**src/inc/tsi_pkg.sv**
```systemverilog
// Purpose: Shared constants and types for the touch controller serial register port.
// Assumes: One 25 MHz clock; bus pins are oversampled through two-flop synchronisers.
// Notes: Register indexes are the 16-bit register addresses seen on the serial bus.

// =====================================================================
// Package
package tsi_pkg;

  // =====================================================================
  // Slave address pairs, compared on the upper seven bits only; the R/W bit is ignored.
  localparam logic [7:0] ADDR_PAIR_A = 8'hba;
  localparam logic [7:0] ADDR_PAIR_B = 8'h28;

  // =====================================================================
  // Register map.
  localparam logic [15:0] REG_BASE = 16'h8040;
  localparam logic [15:0] REG_COMMAND = 16'h8040;
  localparam logic [15:0] REG_CONFIG_VERSION = 16'h8047;
  localparam logic [15:0] REG_X_MAX_LOW = 16'h8048;
  localparam logic [15:0] REG_X_MAX_HIGH = 16'h8049;
  localparam logic [15:0] REG_Y_MAX_LOW = 16'h804a;
  localparam logic [15:0] REG_Y_MAX_HIGH = 16'h804b;
  localparam logic [15:0] REG_TOUCH_POINT_LIMIT = 16'h804c;
  localparam logic [15:0] REG_MODULE_OPTIONS_ONE = 16'h804d;
  localparam logic [15:0] REG_LAST = 16'h804d;
  localparam int REG_COUNT = 14;

  // Reset values are not given by the part; zero is used for all.
  localparam logic [7:0] REG_RESET = 8'h00;
  localparam logic [7:0] READ_ZERO = 8'h00;

  // Field positions.
  localparam int SWAP_AXES_BIT = 3;
  localparam int TOUCH_LIMIT_MSB = 3;

  // =====================================================================
  // Byte framing.
  localparam logic [3:0] BITS_PER_BYTE = 4'h8;
  localparam logic [3:0] LAST_SEND_BIT = 4'h7;
  localparam logic [3:0] BIT_ONE = 4'h1;
  localparam logic [15:0] PTR_STEP = 16'h0001;

  // Position of the current byte within a transaction.
  localparam logic [1:0] BYTE_ADDR = 2'h0;
  localparam logic [1:0] BYTE_REG_HIGH = 2'h1;
  localparam logic [1:0] BYTE_REG_LOW = 2'h2;
  localparam logic [1:0] BYTE_DATA = 2'h3;

  typedef enum logic [2:0] {
    ST_IDLE = 3'h0,
    ST_RECV = 3'h1,
    ST_ACK = 3'h2,
    ST_SEND = 3'h3,
    ST_RACK = 3'h4
  } tsi_state_type;

endpackage

```
**src/hw/tsi_i2c_slave.sv**
```systemverilog
// Purpose: Slave side serial register port of a capacitive touch controller.
// Assumes: The bus is oversampled by clk_i at 25 MHz; pins pass two flops first.
// Notes: Data line is open drain: sda_oe_o high pulls the line low via sda_o.

// How it works
// - Only answers; never starts a bus transfer.
// - Oversampling keeps up with 400 kbit/s.
// - Answers 0xBA/0xBB or 0x28/0x29 pair.
// - Pair chosen from lines at touch reset.
// - Matching address acknowledged low on ninth clock.
// - Mismatch leaves device idle and silent.
// - Each unit is eight bits plus acknowledge.
// - Data line changes only while clock low.
// - Pointer steps by one per written byte.
// - Read returns consecutive bytes while acknowledged.
// - Configuration version byte at 0x8047.
// - X and Y maxima as byte pairs.
module tsi_i2c_slave (
  // Clock and reset
  input wire logic clk_i,
  input wire logic srst_i,
  // Serial bus pins
  input wire logic scl_i,
  input wire logic sda_i,
  output logic sda_o,
  output logic sda_oe_o,
  // Address select pins
  input wire logic touch_reset_line_n_i,
  input wire logic int_i,
  output logic int_o,
  output logic int_oe_o,
  // Register contents
  output logic [7:0] command_o,
  output logic [7:0] config_version_o,
  output logic [15:0] x_max_o,
  output logic [15:0] y_max_o,
  output logic [3:0] touch_point_limit_o,
  output logic swap_axes_o,
  output logic addr_sel_o
);

  // =====================================================================
  // Pin synchronisers.
  logic scl_s;
  logic sda_s;
  logic trst_n_s;
  logic int_s;
  logic scl_d_q;
  logic sda_d_q;
  logic trst_n_d_q;

  tsi_sync2 u_sync_scl (.clk_i(clk_i), .srst_i(srst_i), .async_i(scl_i), .sync_o(scl_s));
  tsi_sync2 u_sync_sda (.clk_i(clk_i), .srst_i(srst_i), .async_i(sda_i), .sync_o(sda_s));
  tsi_sync2 u_sync_trst (.clk_i(clk_i), .srst_i(srst_i), .async_i(touch_reset_line_n_i),
                         .sync_o(trst_n_s));
  tsi_sync2 u_sync_int (.clk_i(clk_i), .srst_i(srst_i), .async_i(int_i), .sync_o(int_s));

  always_ff @(posedge clk_i) begin
    if (srst_i) begin
      scl_d_q <= 1'b1;
      sda_d_q <= 1'b1;
      trst_n_d_q <= 1'b1;
    end else begin
      scl_d_q <= scl_s;
      sda_d_q <= sda_s;
      trst_n_d_q <= trst_n_s;
    end
  end

  logic scl_rise;
  logic scl_fall;
  logic start_det;
  logic stop_det;
  logic trst_release;

  // Edge detection runs at 62 clocks per bit at the top bus rate.
  assign scl_rise = scl_s && !scl_d_q;
  assign scl_fall = !scl_s && scl_d_q;
  assign start_det = scl_s && scl_d_q && !sda_s && sda_d_q;
  assign stop_det = scl_s && scl_d_q && sda_s && !sda_d_q;
  assign trst_release = trst_n_s && !trst_n_d_q;

  // =====================================================================
  // Slave address selection.
  logic addr_sel_q;
  logic [7:0] own_addr;

  always_ff @(posedge clk_i) begin
    if (srst_i) begin
      addr_sel_q <= 1'b0;
    end else if (trst_release) begin
      addr_sel_q <= int_s;
    end
  end

  assign own_addr = addr_sel_q ? tsi_pkg::ADDR_PAIR_B : tsi_pkg::ADDR_PAIR_A;
  assign addr_sel_o = addr_sel_q;
  // The interrupt pin is only a select input here; it is never driven.
  assign int_o = 1'b0;
  assign int_oe_o = 1'b0;

  // =====================================================================
  // Byte engine.
  tsi_pkg::tsi_state_type state_q;
  logic [3:0] bit_cnt_q;
  logic [7:0] shift_q;
  logic [1:0] byte_pos_q;
  logic read_q;
  logic mack_q;
  logic [15:0] ptr_q;
  logic drive_low_q;
  logic byte_done;
  logic addr_match;
  logic wr_en;
  logic load_rd;
  logic [7:0] rd_data;

  assign byte_done = (state_q == tsi_pkg::ST_RECV) && scl_fall &&
                     (bit_cnt_q == tsi_pkg::BITS_PER_BYTE);
  assign addr_match = (shift_q[7:1] == own_addr[7:1]);
  assign wr_en = byte_done && (byte_pos_q == tsi_pkg::BYTE_DATA) && !read_q;
  // A byte is fetched when the read address is acknowledged and after each master ack.
  assign load_rd = scl_fall && !start_det && !stop_det &&
                   (((state_q == tsi_pkg::ST_ACK) && read_q) ||
                    ((state_q == tsi_pkg::ST_RACK) && mack_q));

  always_ff @(posedge clk_i) begin
    if (srst_i || !trst_n_s) begin
      state_q <= tsi_pkg::ST_IDLE;
    end else if (start_det) begin
      state_q <= tsi_pkg::ST_RECV;
    end else if (stop_det) begin
      state_q <= tsi_pkg::ST_IDLE;
    end else if (scl_fall) begin
      case (state_q)
        tsi_pkg::ST_RECV: begin
          if (bit_cnt_q == tsi_pkg::BITS_PER_BYTE) begin
            if ((byte_pos_q == tsi_pkg::BYTE_ADDR) && !addr_match) begin
              state_q <= tsi_pkg::ST_IDLE;
            end else begin
              state_q <= tsi_pkg::ST_ACK;
            end
          end
        end
        tsi_pkg::ST_ACK: begin
          state_q <= read_q ? tsi_pkg::ST_SEND : tsi_pkg::ST_RECV;
        end
        tsi_pkg::ST_SEND: begin
          if (bit_cnt_q == tsi_pkg::LAST_SEND_BIT) begin
            state_q <= tsi_pkg::ST_RACK;
          end
        end
        tsi_pkg::ST_RACK: begin
          state_q <= mack_q ? tsi_pkg::ST_SEND : tsi_pkg::ST_IDLE;
        end
        default: begin
          state_q <= tsi_pkg::ST_IDLE;
        end
      endcase
    end
  end

  // Bit counting and shifting.
  always_ff @(posedge clk_i) begin
    if (srst_i) begin
      bit_cnt_q <= '0;
      shift_q <= '0;
    end else if (start_det) begin
      bit_cnt_q <= '0;
    end else if (load_rd) begin
      bit_cnt_q <= '0;
      shift_q <= rd_data;
    end else if ((state_q == tsi_pkg::ST_ACK) && scl_fall) begin
      bit_cnt_q <= '0;
    end else if ((state_q == tsi_pkg::ST_RECV) && scl_rise) begin
      bit_cnt_q <= bit_cnt_q + tsi_pkg::BIT_ONE;
      shift_q <= {shift_q[6:0], sda_s};
    end else if ((state_q == tsi_pkg::ST_SEND) && scl_fall) begin
      bit_cnt_q <= bit_cnt_q + tsi_pkg::BIT_ONE;
      shift_q <= {shift_q[6:0], 1'b0};
    end
  end

  // Transaction position, direction and master acknowledge.
  always_ff @(posedge clk_i) begin
    if (srst_i) begin
      byte_pos_q <= tsi_pkg::BYTE_ADDR;
      read_q <= 1'b0;
      mack_q <= 1'b0;
    end else if (start_det) begin
      byte_pos_q <= tsi_pkg::BYTE_ADDR;
      read_q <= 1'b0;
    end else if (byte_done) begin
      if (byte_pos_q == tsi_pkg::BYTE_ADDR) begin
        read_q <= shift_q[0];
      end
      if (byte_pos_q != tsi_pkg::BYTE_DATA) begin
        byte_pos_q <= byte_pos_q + 2'h1;
      end
    end else if ((state_q == tsi_pkg::ST_RACK) && scl_rise) begin
      mack_q <= !sda_s;
    end
  end

  // Register pointer.
  always_ff @(posedge clk_i) begin
    if (srst_i) begin
      ptr_q <= tsi_pkg::REG_BASE;
    end else if (byte_done && !read_q && (byte_pos_q == tsi_pkg::BYTE_REG_HIGH)) begin
      ptr_q[15:8] <= shift_q;
    end else if (byte_done && !read_q && (byte_pos_q == tsi_pkg::BYTE_REG_LOW)) begin
      ptr_q[7:0] <= shift_q;
    end else if (wr_en || load_rd) begin
      ptr_q <= ptr_q + tsi_pkg::PTR_STEP;
    end
  end

  // Data line drive: changed only on a clock fall or when the transfer ends.
  always_ff @(posedge clk_i) begin
    if (srst_i || !trst_n_s) begin
      drive_low_q <= 1'b0;
    end else if (start_det || stop_det) begin
      drive_low_q <= 1'b0;
    end else if (load_rd) begin
      drive_low_q <= !rd_data[7];
    end else if (byte_done) begin
      drive_low_q <= (byte_pos_q != tsi_pkg::BYTE_ADDR) || addr_match;
    end else if (scl_fall) begin
      if ((state_q == tsi_pkg::ST_SEND) && (bit_cnt_q != tsi_pkg::LAST_SEND_BIT)) begin
        drive_low_q <= !shift_q[6];
      end else begin
        drive_low_q <= 1'b0;
      end
    end
  end

  assign sda_o = 1'b0;
  assign sda_oe_o = drive_low_q;

  // =====================================================================
  // Registers.
  tsi_regfile u_regs (
    .clk_i(clk_i),
    .srst_i(srst_i),
    .wr_en_i(wr_en),
    .addr_i(ptr_q),
    .wr_data_i(shift_q),
    .rd_data_o(rd_data),
    .command_o(command_o),
    .config_version_o(config_version_o),
    .x_max_o(x_max_o),
    .y_max_o(y_max_o),
    .touch_point_limit_o(touch_point_limit_o),
    .swap_axes_o(swap_axes_o)
  );
endmodule

```
**src/hw/tsi_regfile.sv**
```systemverilog
// Purpose: Byte register file for the real-time command and first configuration bytes.
// Assumes: Write and read address come from the serial engine on the same clock.
// Notes: The command byte is write only and reads as zero; unmapped bytes read zero.

module tsi_regfile (
  // Clock and reset
  input wire logic clk_i,
  input wire logic srst_i,
  // Access port
  input wire logic wr_en_i,
  input wire logic [15:0] addr_i,
  input wire logic [7:0] wr_data_i,
  output logic [7:0] rd_data_o,
  // Register contents
  output logic [7:0] command_o,
  output logic [7:0] config_version_o,
  output logic [15:0] x_max_o,
  output logic [15:0] y_max_o,
  output logic [3:0] touch_point_limit_o,
  output logic swap_axes_o
);

  logic [7:0] mem_q [tsi_pkg::REG_COUNT];
  logic in_range;
  logic [3:0] idx;

  assign in_range = (addr_i >= tsi_pkg::REG_BASE) && (addr_i <= tsi_pkg::REG_LAST);
  assign idx = 4'(addr_i - tsi_pkg::REG_BASE);

  // =====================================================================
  // Storage.
  always_ff @(posedge clk_i) begin
    if (srst_i) begin
      for (int i = 0; i < tsi_pkg::REG_COUNT; i++) begin
        mem_q[i] <= tsi_pkg::REG_RESET;
      end
    end else if (wr_en_i && in_range) begin
      mem_q[idx] <= wr_data_i;
    end
  end

  always_comb begin
    rd_data_o = tsi_pkg::READ_ZERO;
    if (in_range && (addr_i != tsi_pkg::REG_COMMAND)) begin
      rd_data_o = mem_q[idx];
    end
  end

  assign command_o = mem_q[4'(tsi_pkg::REG_COMMAND - tsi_pkg::REG_BASE)];
  assign config_version_o = mem_q[4'(tsi_pkg::REG_CONFIG_VERSION - tsi_pkg::REG_BASE)];
  assign x_max_o = {mem_q[4'(tsi_pkg::REG_X_MAX_HIGH - tsi_pkg::REG_BASE)],
                    mem_q[4'(tsi_pkg::REG_X_MAX_LOW - tsi_pkg::REG_BASE)]};
  assign y_max_o = {mem_q[4'(tsi_pkg::REG_Y_MAX_HIGH - tsi_pkg::REG_BASE)],
                    mem_q[4'(tsi_pkg::REG_Y_MAX_LOW - tsi_pkg::REG_BASE)]};
  assign touch_point_limit_o =
    mem_q[4'(tsi_pkg::REG_TOUCH_POINT_LIMIT - tsi_pkg::REG_BASE)][tsi_pkg::TOUCH_LIMIT_MSB:0];
  assign swap_axes_o =
    mem_q[4'(tsi_pkg::REG_MODULE_OPTIONS_ONE - tsi_pkg::REG_BASE)][tsi_pkg::SWAP_AXES_BIT];
endmodule

```
**src/hw/tsi_sync2.sv**
```systemverilog
// Purpose: Two-flop synchroniser for one pin input.
// Assumes: The input is asynchronous to clk_i.
// Notes: The first flop feeds only the second flop.

module tsi_sync2 (
  // Clock and reset
  input wire logic clk_i,
  input wire logic srst_i,
  // Pin side
  input wire logic async_i,
  output logic sync_o
);

  logic meta_q;

  always_ff @(posedge clk_i) begin
    if (srst_i) begin
      meta_q <= 1'b1;
      sync_o <= 1'b1;
    end else begin
      meta_q <= async_i;
      sync_o <= meta_q;
    end
  end

endmodule

```
**config.mk**
```make
export PLATFORM = sky130hd
export DESIGN_NAME = tsi_i2c_slave
export DESIGN_NICKNAME = d
export VERILOG_FILES = /design/src/inc/tsi_pkg.sv /design/src/hw/tsi_i2c_slave.sv /design/src/hw/tsi_regfile.sv /design/src/hw/tsi_sync2.sv
export SDC_FILE = /design/constraint.sdc
export NUM_CORES = 1
export LEC_CHECK = 0
export BUFFER_PORTS_ARGS = -buffer_cell sky130_fd_sc_hd__buf_2
export CAP_MARGIN = 20
export CORE_MARGIN = 1.5
export CORE_UTILIZATION = 50
export DETAILED_ROUTE_END_ITERATION = 16
export HOLD_SLACK_MARGIN = 0.12
export PLACE_DENSITY_LB_ADDON = 0.15
export SLEW_MARGIN = 20
export SYNTH_ARGS = -nofsm -noshare
export SYNTH_HDL_FRONTEND = slang
export SYNTH_SLANG_ARGS = --single-unit
```
**constraint.sdc**
```tcl
create_clock -name clk_i -period 3.45 [get_ports clk_i]
set_input_delay 0.1725 -clock clk_i [delete_from_list [all_inputs] [get_ports clk_i]]
set_output_delay 0.1725 -clock clk_i [all_outputs]
set_load 0.02 [all_outputs]
```
==> flow_summary.json, run 1 <==
{
  "status": "complete, no violations",
  "clk_pin_slew_ns": 0.07,
  "hold_viol_final": 0,
  "peakVddDrop_mv": 0.370,
  "synthCells": 703,
  "fin_cells": 995,
  "wl_um": 22200,
  "power_density_mw_per_mm2": 471,
  "synth-seq-cells": 180,
  "yosys-top-cells-area": "edfxtp_1 (44%), dfxtp_1 (12%), mux4_2 (8.2%), and2_1 (8.0%), o21ai_0 (2.1%)",
  "cts_sinks": 180,
  "drt_iter0_markers": 524,
  "final_util": 0.578,
  "grt_pass1_wl_um": 33900,
  "antenna_found_initial": 0,
  "io_buffers": 60,
  "yosysTopAreaCellShare": 0.437,
  "rows": 48,
  "drive_gt1_frac": 0.247,
  "clk_path_buf_depth": 2,
  "drv_slew": 0,
  "drt_first_pass_iters": 5,
  "fp.dieArea_sq_mm": 0.0184,
  "fin_hold_ws_ns": 0.258,
  "clock_latency_ns": 0.44,
  "synth_flop_cell": "edfxtp_1",
  "die_w_um": 136,
  "areaGrowthSynthToFinish_pct": 13.4,
  "gp_congestion": 0.846,
  "fmax_mhz": 367,
  "worst_ep_arrival_time_ns": 2.79,
  "dr_total_vias": 5858,
  "nets": 774,
  "finalSetupTns_ns": 0,
  "ant_nets": 0,
  "tritoncts.num_buffers": 17,
  "hold_class": "in2reg",
  "coreArea_sq_mm": 0.0172,
  "synth_area_sq_mm": 0.00879,
  "root_buffer": "clkbuf_16",
  "wl_per_cell_um": 22.3,
  "n_fill_cell": 1406,
  "crit_path_max_fanout": 15,
  "ios": 64,
  "die_h_um": 136,
  "dp_hpwl_um": 15200,
  "cts_tree": "built",
  "synth_top_area_cell": "edfxtp_1",
  "skew_ns": 0.0101,
  "synth.avg_cell_area_sq_um": 12.5,
  "synth_edf_count": 128,
  "grt_usage": 0.253,
  "ys_async_sr_fraction": 0,
  "start_util": 0.510,
  "n_antenna_cell": 0,
  "tightestPinTransition_ns": 1.05,
  "startpoint_type": "flop",
  "slew-limit-headroom": 0.299,
  "post_cts_buffers": 0,
  "worstPathRequired_ns": 3.52,
  "htree_levels": 4,
  "setup_viol": 0,
  "grt_overflow": 0,
  "vias_per_cell": 5.89,
  "power_leakage_nw": 3.49,
  "ys_warn_count": 0,
  "min_period_ns": 2.73,
  "critical_path_class": "reg2reg",
  "grt_setup_unrepaired": "no",
  "cap_violations": 0,
  "cp-end-kind": "flop",
  "grt_pass1_vias": 5806,
  "ys_seq_area_frac": 0.556,
  "finalCritPeriodShare": 0.791,
  "ys_types": 62,
  "grt_start_max_net_pins": 36,
  "dp_cells": 959,
  "remaining_drc_errors": 0
}
## final cells by class
class                   count  area (sq um)  share of cell area
clock buffers              17           425              0.0427
clock inverters            15           193              0.0193
inverters                  12          45.0             0.00452
multi-input cells         459          3610               0.363
flip-flops and latches    180          4890               0.490
well taps                 225           282              0.0282
repair buffers             87           526              0.0527
## cell usage in the layout (no fill, tap or decap), types with 7 or more instances in the layout
cell	n
buf_4	22
mux2i_1	15
edfxtp_1	128
nor2_1	43
o21ai_0	36
buf_2	60
or2_2	15
mux2_2	13
and2_1	112
inv_1	12
nand3_1	10
clkbuf_16	17
a211oi_1	12
nand2_1	29
xnor2_1	7
mux4_2	32
a21oi_1	18
ha_1	11
nand4_1	7
dfxtp_1	51
## state kept, by name (all words and copies together), names as in the netlist, 2 cells and up, named ones only
| register | count |
|---|---|
| shift_q | 8 |
| u_regs.mem_q | 128 |
| ptr_q | 16 |
| bit_cnt_q | 4 |
| byte_pos_q | 2 |
| state_q | 3 |
## cells in the mapped netlist (5+ instances only)
| cell | n |
|---|---|
| a211oi_1 | 12 |
| a21oi_1 | 18 |
| a311oi_1 | 5 |
| and2_1 | 112 |
| and4_1 | 6 |
| buf_1 | 6 |
| buf_2 | 7 |
| buf_4 | 9 |
| clkbuf_1 | 29 |
| dfxtp_1 | 52 |
| edfxtp_1 | 128 |
| ha_1 | 11 |
| inv_1 | 12 |
| mux2_2 | 13 |
| mux2i_1 | 15 |
| mux4_2 | 32 |
| nand2_1 | 29 |
| nand2b_1 | 6 |
| nand3_1 | 10 |
| nand4_1 | 7 |
| nor2_1 | 43 |
| nor2b_1 | 6 |
| nor3_4 | 5 |
| o21ai_0 | 37 |
| or2_2 | 15 |
| or3_1 | 6 |
| xnor2_1 | 7 |
## layer usage
layer	track usage	wire (um)	vias up	part of all wire
met4	0.0777	380	0	0.017
li1	-	-	2698	-
met3	0.0501	1420	29	0.064
met2	0.415	10900	227	0.49
met5	0	0	-	0
met1	0.340	9480	2904	0.43
## kinds of logic (layout without fill, tap and decap cells)
group | after synthesis | count (layout) | synth area share
flip-flops | 180 | 180 | 0.556
multiplexers | 60 | 60 | 0.116
buffers and inverters | 66 | 131 | 0.0342
adder cells (fa/ha/maj) | 11 | 11 | 0.0157
AND/OR/NAND/NOR | 274 | 274 | 0.194
XOR/XNOR | 7 | 7 | 0.00697
other | 1 | 3 | 0.000427
AO/OA/AOI/OAI | 104 | 104 | 0.0773
## metrics by stage
step                      area [sq um]  total power, mW  setup WS, ns
after global placement            9310             2.68         0.844
final                             9970             4.69         0.722
after floorplan                   8800             2.60         0.845
after detailed placement          9310             2.69         0.732
after CTS                         9970             4.70         0.717
after global routing              9970             4.81         0.567
## worst paths after layout
path	endpoint	slack, ns	start	depth (start not counted)
worst max register to register	u_regs.mem_q[15][6]$_DFFE_PP_	0.72	state_q[1]$_SDFFE_PP0P_	4
worst min register to register	u_sync_scl.sync_o$_SDFF_PP1_	0.41	u_sync_scl.meta_q$_SDFF_PP1_	1
worst max-delay path	u_regs.mem_q[15][6]$_DFFE_PP_	0.72	state_q[1]$_SDFFE_PP0P_	4
worst min-delay path	mack_q$_SDFFE_PP0P_	0.26	srst_i	2
## report_power, final
part           switching [mW]  internal [mW]  total, mW
clock network           0.886           1.16       2.05
registers              0.0458           2.38       2.42
logic                   0.138         0.0815      0.220
total                    1.07           3.62       4.69
## critical path, stage by stage, from the launching register on
cell,delay [ns]
dfxtp_1,0.47
or4b_4,0.62
nor3_4,0.44
nand4_4,0.23
nor2_1,0.60
## repair_timing
item / in CTS / in global routing
hold buffers: 4 / 0
hold endpoints to repair: 4 / 0
gates resized for setup: 0 / 0
No activity file was read; power rests on OpenSTA's default activity.
==> inputs of run 2 (changes only) <==
ABC_AREA = 1   (was unset)
clock period = 2.2 ns   (was 3.45 ns; I/O delays follow)
==> run 2 against run 1 <==
Final cell count up 35%. Largest cell class unchanged. Critical endpoint is now u_regs.mem_q[1][0]$_SDFFCE_PN0P_. Setup slack got worse by 0.65 ns. Via count rose by 26%. Flip-flop and latch count stayed put. Clock power rose by 39%. Combinational power is 55% higher. Maximum frequency up 28%. Synthesized cell count grew 43%. Register-to-register slack worse by 0.65 ns.
==> flow_summary.json, run 2 <==
{
  "ys_warn_count": 0,
  "drv_slew": 0,
  "final_cell_mix": "nand2_1 (232), nor2_1 (166), nand3_1 (146)",
  "n_antenna_cell": 0,
  "gp_congestion": 0.859,
  "grt_pass1_vias": 6908,
  "die_h_um": 134,
  "grt_pass1_wl_um": 36600,
  "drt_iter0_markers": 680,
  "worstPathRequired_ns": 2.35,
  "muxShareOfSynthArea": 0,
  "areaGrowthSynthToFinish_pct": 19.8,
  "synth_compound_area_frac": 0.0451,
  "grt_start_max_net_pins": 62,
  "antenna_found_initial": 0,
  "synth-seq-cells": 180,
  "reg2reg_slack_ns": 0.07,
  "status": "complete, no violations",
  "slew-limit-headroom": 0.405,
  "holdPathStages": 3,
  "power_leakage_nw": 4.00,
  "critical_path_class": "reg2reg",
  "ys_async_sr_fraction": 0,
  "dp_cells": 1302,
  "start_util": 0.515,
  "setup_viol": 0,
  "slowest_stage": "dfxtp_1",
  "skew_ns": 0.00784,
  "largest_register_ffs": 128,
  "drive_gt1_frac": 0.198,
  "wl_per_cell_um": 17.3,
  "ys_seq_area_frac": 0.568,
  "yosys-top-cells-area": "edfxtp_1 (45%), dfxtp_1 (12%), nand2_1 (11%), nand3_1 (8.6%), nor2_1 (7.2%)",
  "synth_area_sq_mm": 0.00860,
  "finalCritPeriodShare": 0.968,
  "worstHoldStart": "touch_reset_line_n_i",
  "hold_end": "u_sync_trst.meta_q$_SDFF_PP1_",
  "clock_latency_ns": 0.43,
  "startpoint_type": "flop",
  "nets": 1129,
  "dp_hpwl_um": 15900,
  "cp-end-kind": "flop",
  "hold_class": "in2reg",
  "die_w_um": 134,
  "tritoncts.num_buffers": 17,
  "tightestPinTransition_ns": 0.891,
  "peakVddDrop_mv": 0.571,
  "synth-adder-area-share": 0.0160,
  "vias_per_cell": 5.50,
  "synth_simple_gate_area_share": 0.309,
  "rows": 47,
  "fmax_mhz": 469,
  "crit_chain": "inv_1, ha_2, nand3_4, nor2_4, nand4_1, nor3_2, inv_2, nor2_4, nand2_2, nand2_2, buf_12",
  "cts_tree": "built",
  "ant_nets": 0,
  "worstRegToRegCells": 11,
  "worst_ep_arrival_time_ns": 2.28,
  "layout.cells.most_common": "nand2_1",
  "reg2reg_from": "bit_cnt_q[1]$_SDFFE_PP0P_",
  "synth_top_area_cell": "edfxtp_1",
  "clk_path_buf_depth": 2,
  "remaining_drc_errors": 0,
  "dr_total_vias": 7400,
  "clk_pin_slew_ns": 0.06,
  "coreArea_sq_mm": 0.0167,
  "synth_flop_cell": "edfxtp_1",
  "critPathMaxStageDelay_ns": 0.31,
  "yosysTopAreaCellShare": 0.447,
  "cts_sinks": 180,
  "grt_overflow": 0,
  "power_density_mw_per_mm2": 677,
  "synthCells": 1003,
  "cp_num_buf_inv": 3,
  "fin_cells": 1345,
  "top_regs": "u_regs.mem_q x128, ptr_q x16, shift_q x8",
  "ys_types": 32,
  "startpoint": "bit_cnt_q[1]$_SDFFE_PP0P_",
  "synth.avg_cell_area_sq_um": 8.58,
  "crit_family": "simple AND/OR/NAND/NOR gates",
  "crit_path_max_fanout": 8,
  "largest-register": "u_regs.mem_q",
  "synth_top_family_by_area": "simple AND/OR/NAND/NOR gates",
  "synth_edf_count": 128,
  "root_buffer": "clkbuf_16",
  "dp_slack_ns": -0.0539,
  "wl_um": 23300,
  "htree_levels": 4,
  "fin_ws_ns": 0.0697,
  "synth.top_cells.by_count": "nand2_1 (243), nor2_1 (166), nand3_1 (147)",
  "fp.dieArea_sq_mm": 0.0180,
  "ios": 64,
  "min_period_ns": 2.13,
  "yosys.area_share.xor_xnor": 0.00713,
  "cap_violations": 0,
  "hold_viol_final": 0,
  "yosysMostFrequentCell": "nand2_1",
  "r2r-end": "u_regs.mem_q[1][0]$_SDFFCE_PN0P_",
  "drt_first_pass_iters": 5,
  "grt_usage": 0.269,
  "io_buffers": 60
}
[run 2: cell count changes after synthesis, sizes merged, moves of 32 or more]
cell,before,now
nand2,29,261
and2,112,0
nand3,11,148
nor2,43,172
inv,12,63
mux4,32,0
[run 2: cell type report]
type / count / area [sq um]
fillers: 1498 / 6390
flip-flops and latches: 180 / 4890
multi-input cells: 710 / 3330
repair buffers: 139 / 1020
clock buffers: 21 / 440
well taps: 220 / 275
inverters: 64 / 245
clock inverters: 11 / 104
[run 2: metrics by stage]
| step | TNS, ns | cell area (sq um) | hold WS [ns] | utilization | power [mW] |
|---|---|---|---|---|---|
| finish | 0 | 10300 | 0.390 | 0.617 | 6.98 |
| global route | -0.936 | 10300 | 0.389 | 0.617 | 7.18 |
| CTS | 0 | 10200 | 0.384 | 0.612 | 6.99 |
| detailed placement | -1.42 | 9580 | 0.297 | 0.574 | 4.19 |
| global placement | -0.106 | 9580 | 0.293 | 0.574 | 4.18 |
| floorplan | -0.874 | 8610 | 0.214 | - | 4.06 |
[run 2: worst max path at each step]
stage / depth (start not counted) / end
2_1_floorplan: 10 / u_regs.mem_q[14][0]$_DFFE_PP_
3_3_place_gp: 10 / u_regs.mem_q[9][3]$_SDFFCE_PN0P_
3_5_place_dp: 10 / u_regs.mem_q[13][0]$_SDFFCE_PN0P_
4_1_cts: 11 / u_regs.mem_q[1][0]$_SDFFCE_PN0P_
5_1_grt: 11 / u_regs.mem_q[0][7]$_SDFFCE_PN0P_
6_report: 11 / u_regs.mem_q[1][0]$_SDFFCE_PN0P_
[run 2: worst min-delay path, cell delays in order]
cell and delay [ns]:
dlygate4sd3_1 0.51, buf_2 0.09, or2_2 0.08
[run 2: cells by family (layout without fill, tap and decap cells)]
| logic type | Yosys count | count (layout) |
|---|---|---|
| compound gates | 75 | 75 |
| buf+inv | 115 | 235 |
| fa+ha+maj | 11 | 11 |
| xor+xnor | 7 | 7 |
| other cells | 1 | 3 |
| simple gates | 614 | 614 |
| flops | 180 | 180 |
[run 2: what timing repair did]
action                                 4_1_cts  5_1_grt
setup endpoints to repair                   72      144
hold buffers                                 5        0
setup buffers                                3        3
resized for setup                            6       24
pin swaps                                    4        9
endpoints found under the hold margin       11        0
[run 2: power by group]
part	leakage, nW	switching, mW	internal, mW
Sequential	1.63	0.0557	3.73
Clock	0.254	1.29	1.56
Combinational	2.11	0.229	0.112
[run 2: per-layer routing]
metal / wire (um) / up-vias / track usage
met3: 1670 / 48 / 0.0393
met4: 585 / 0 / 0.102
met2: 10700 / 297 / 0.419
met1: 10300 / 3515 / 0.382
met5: 0 / - / 0
li1: - / 3540 / -
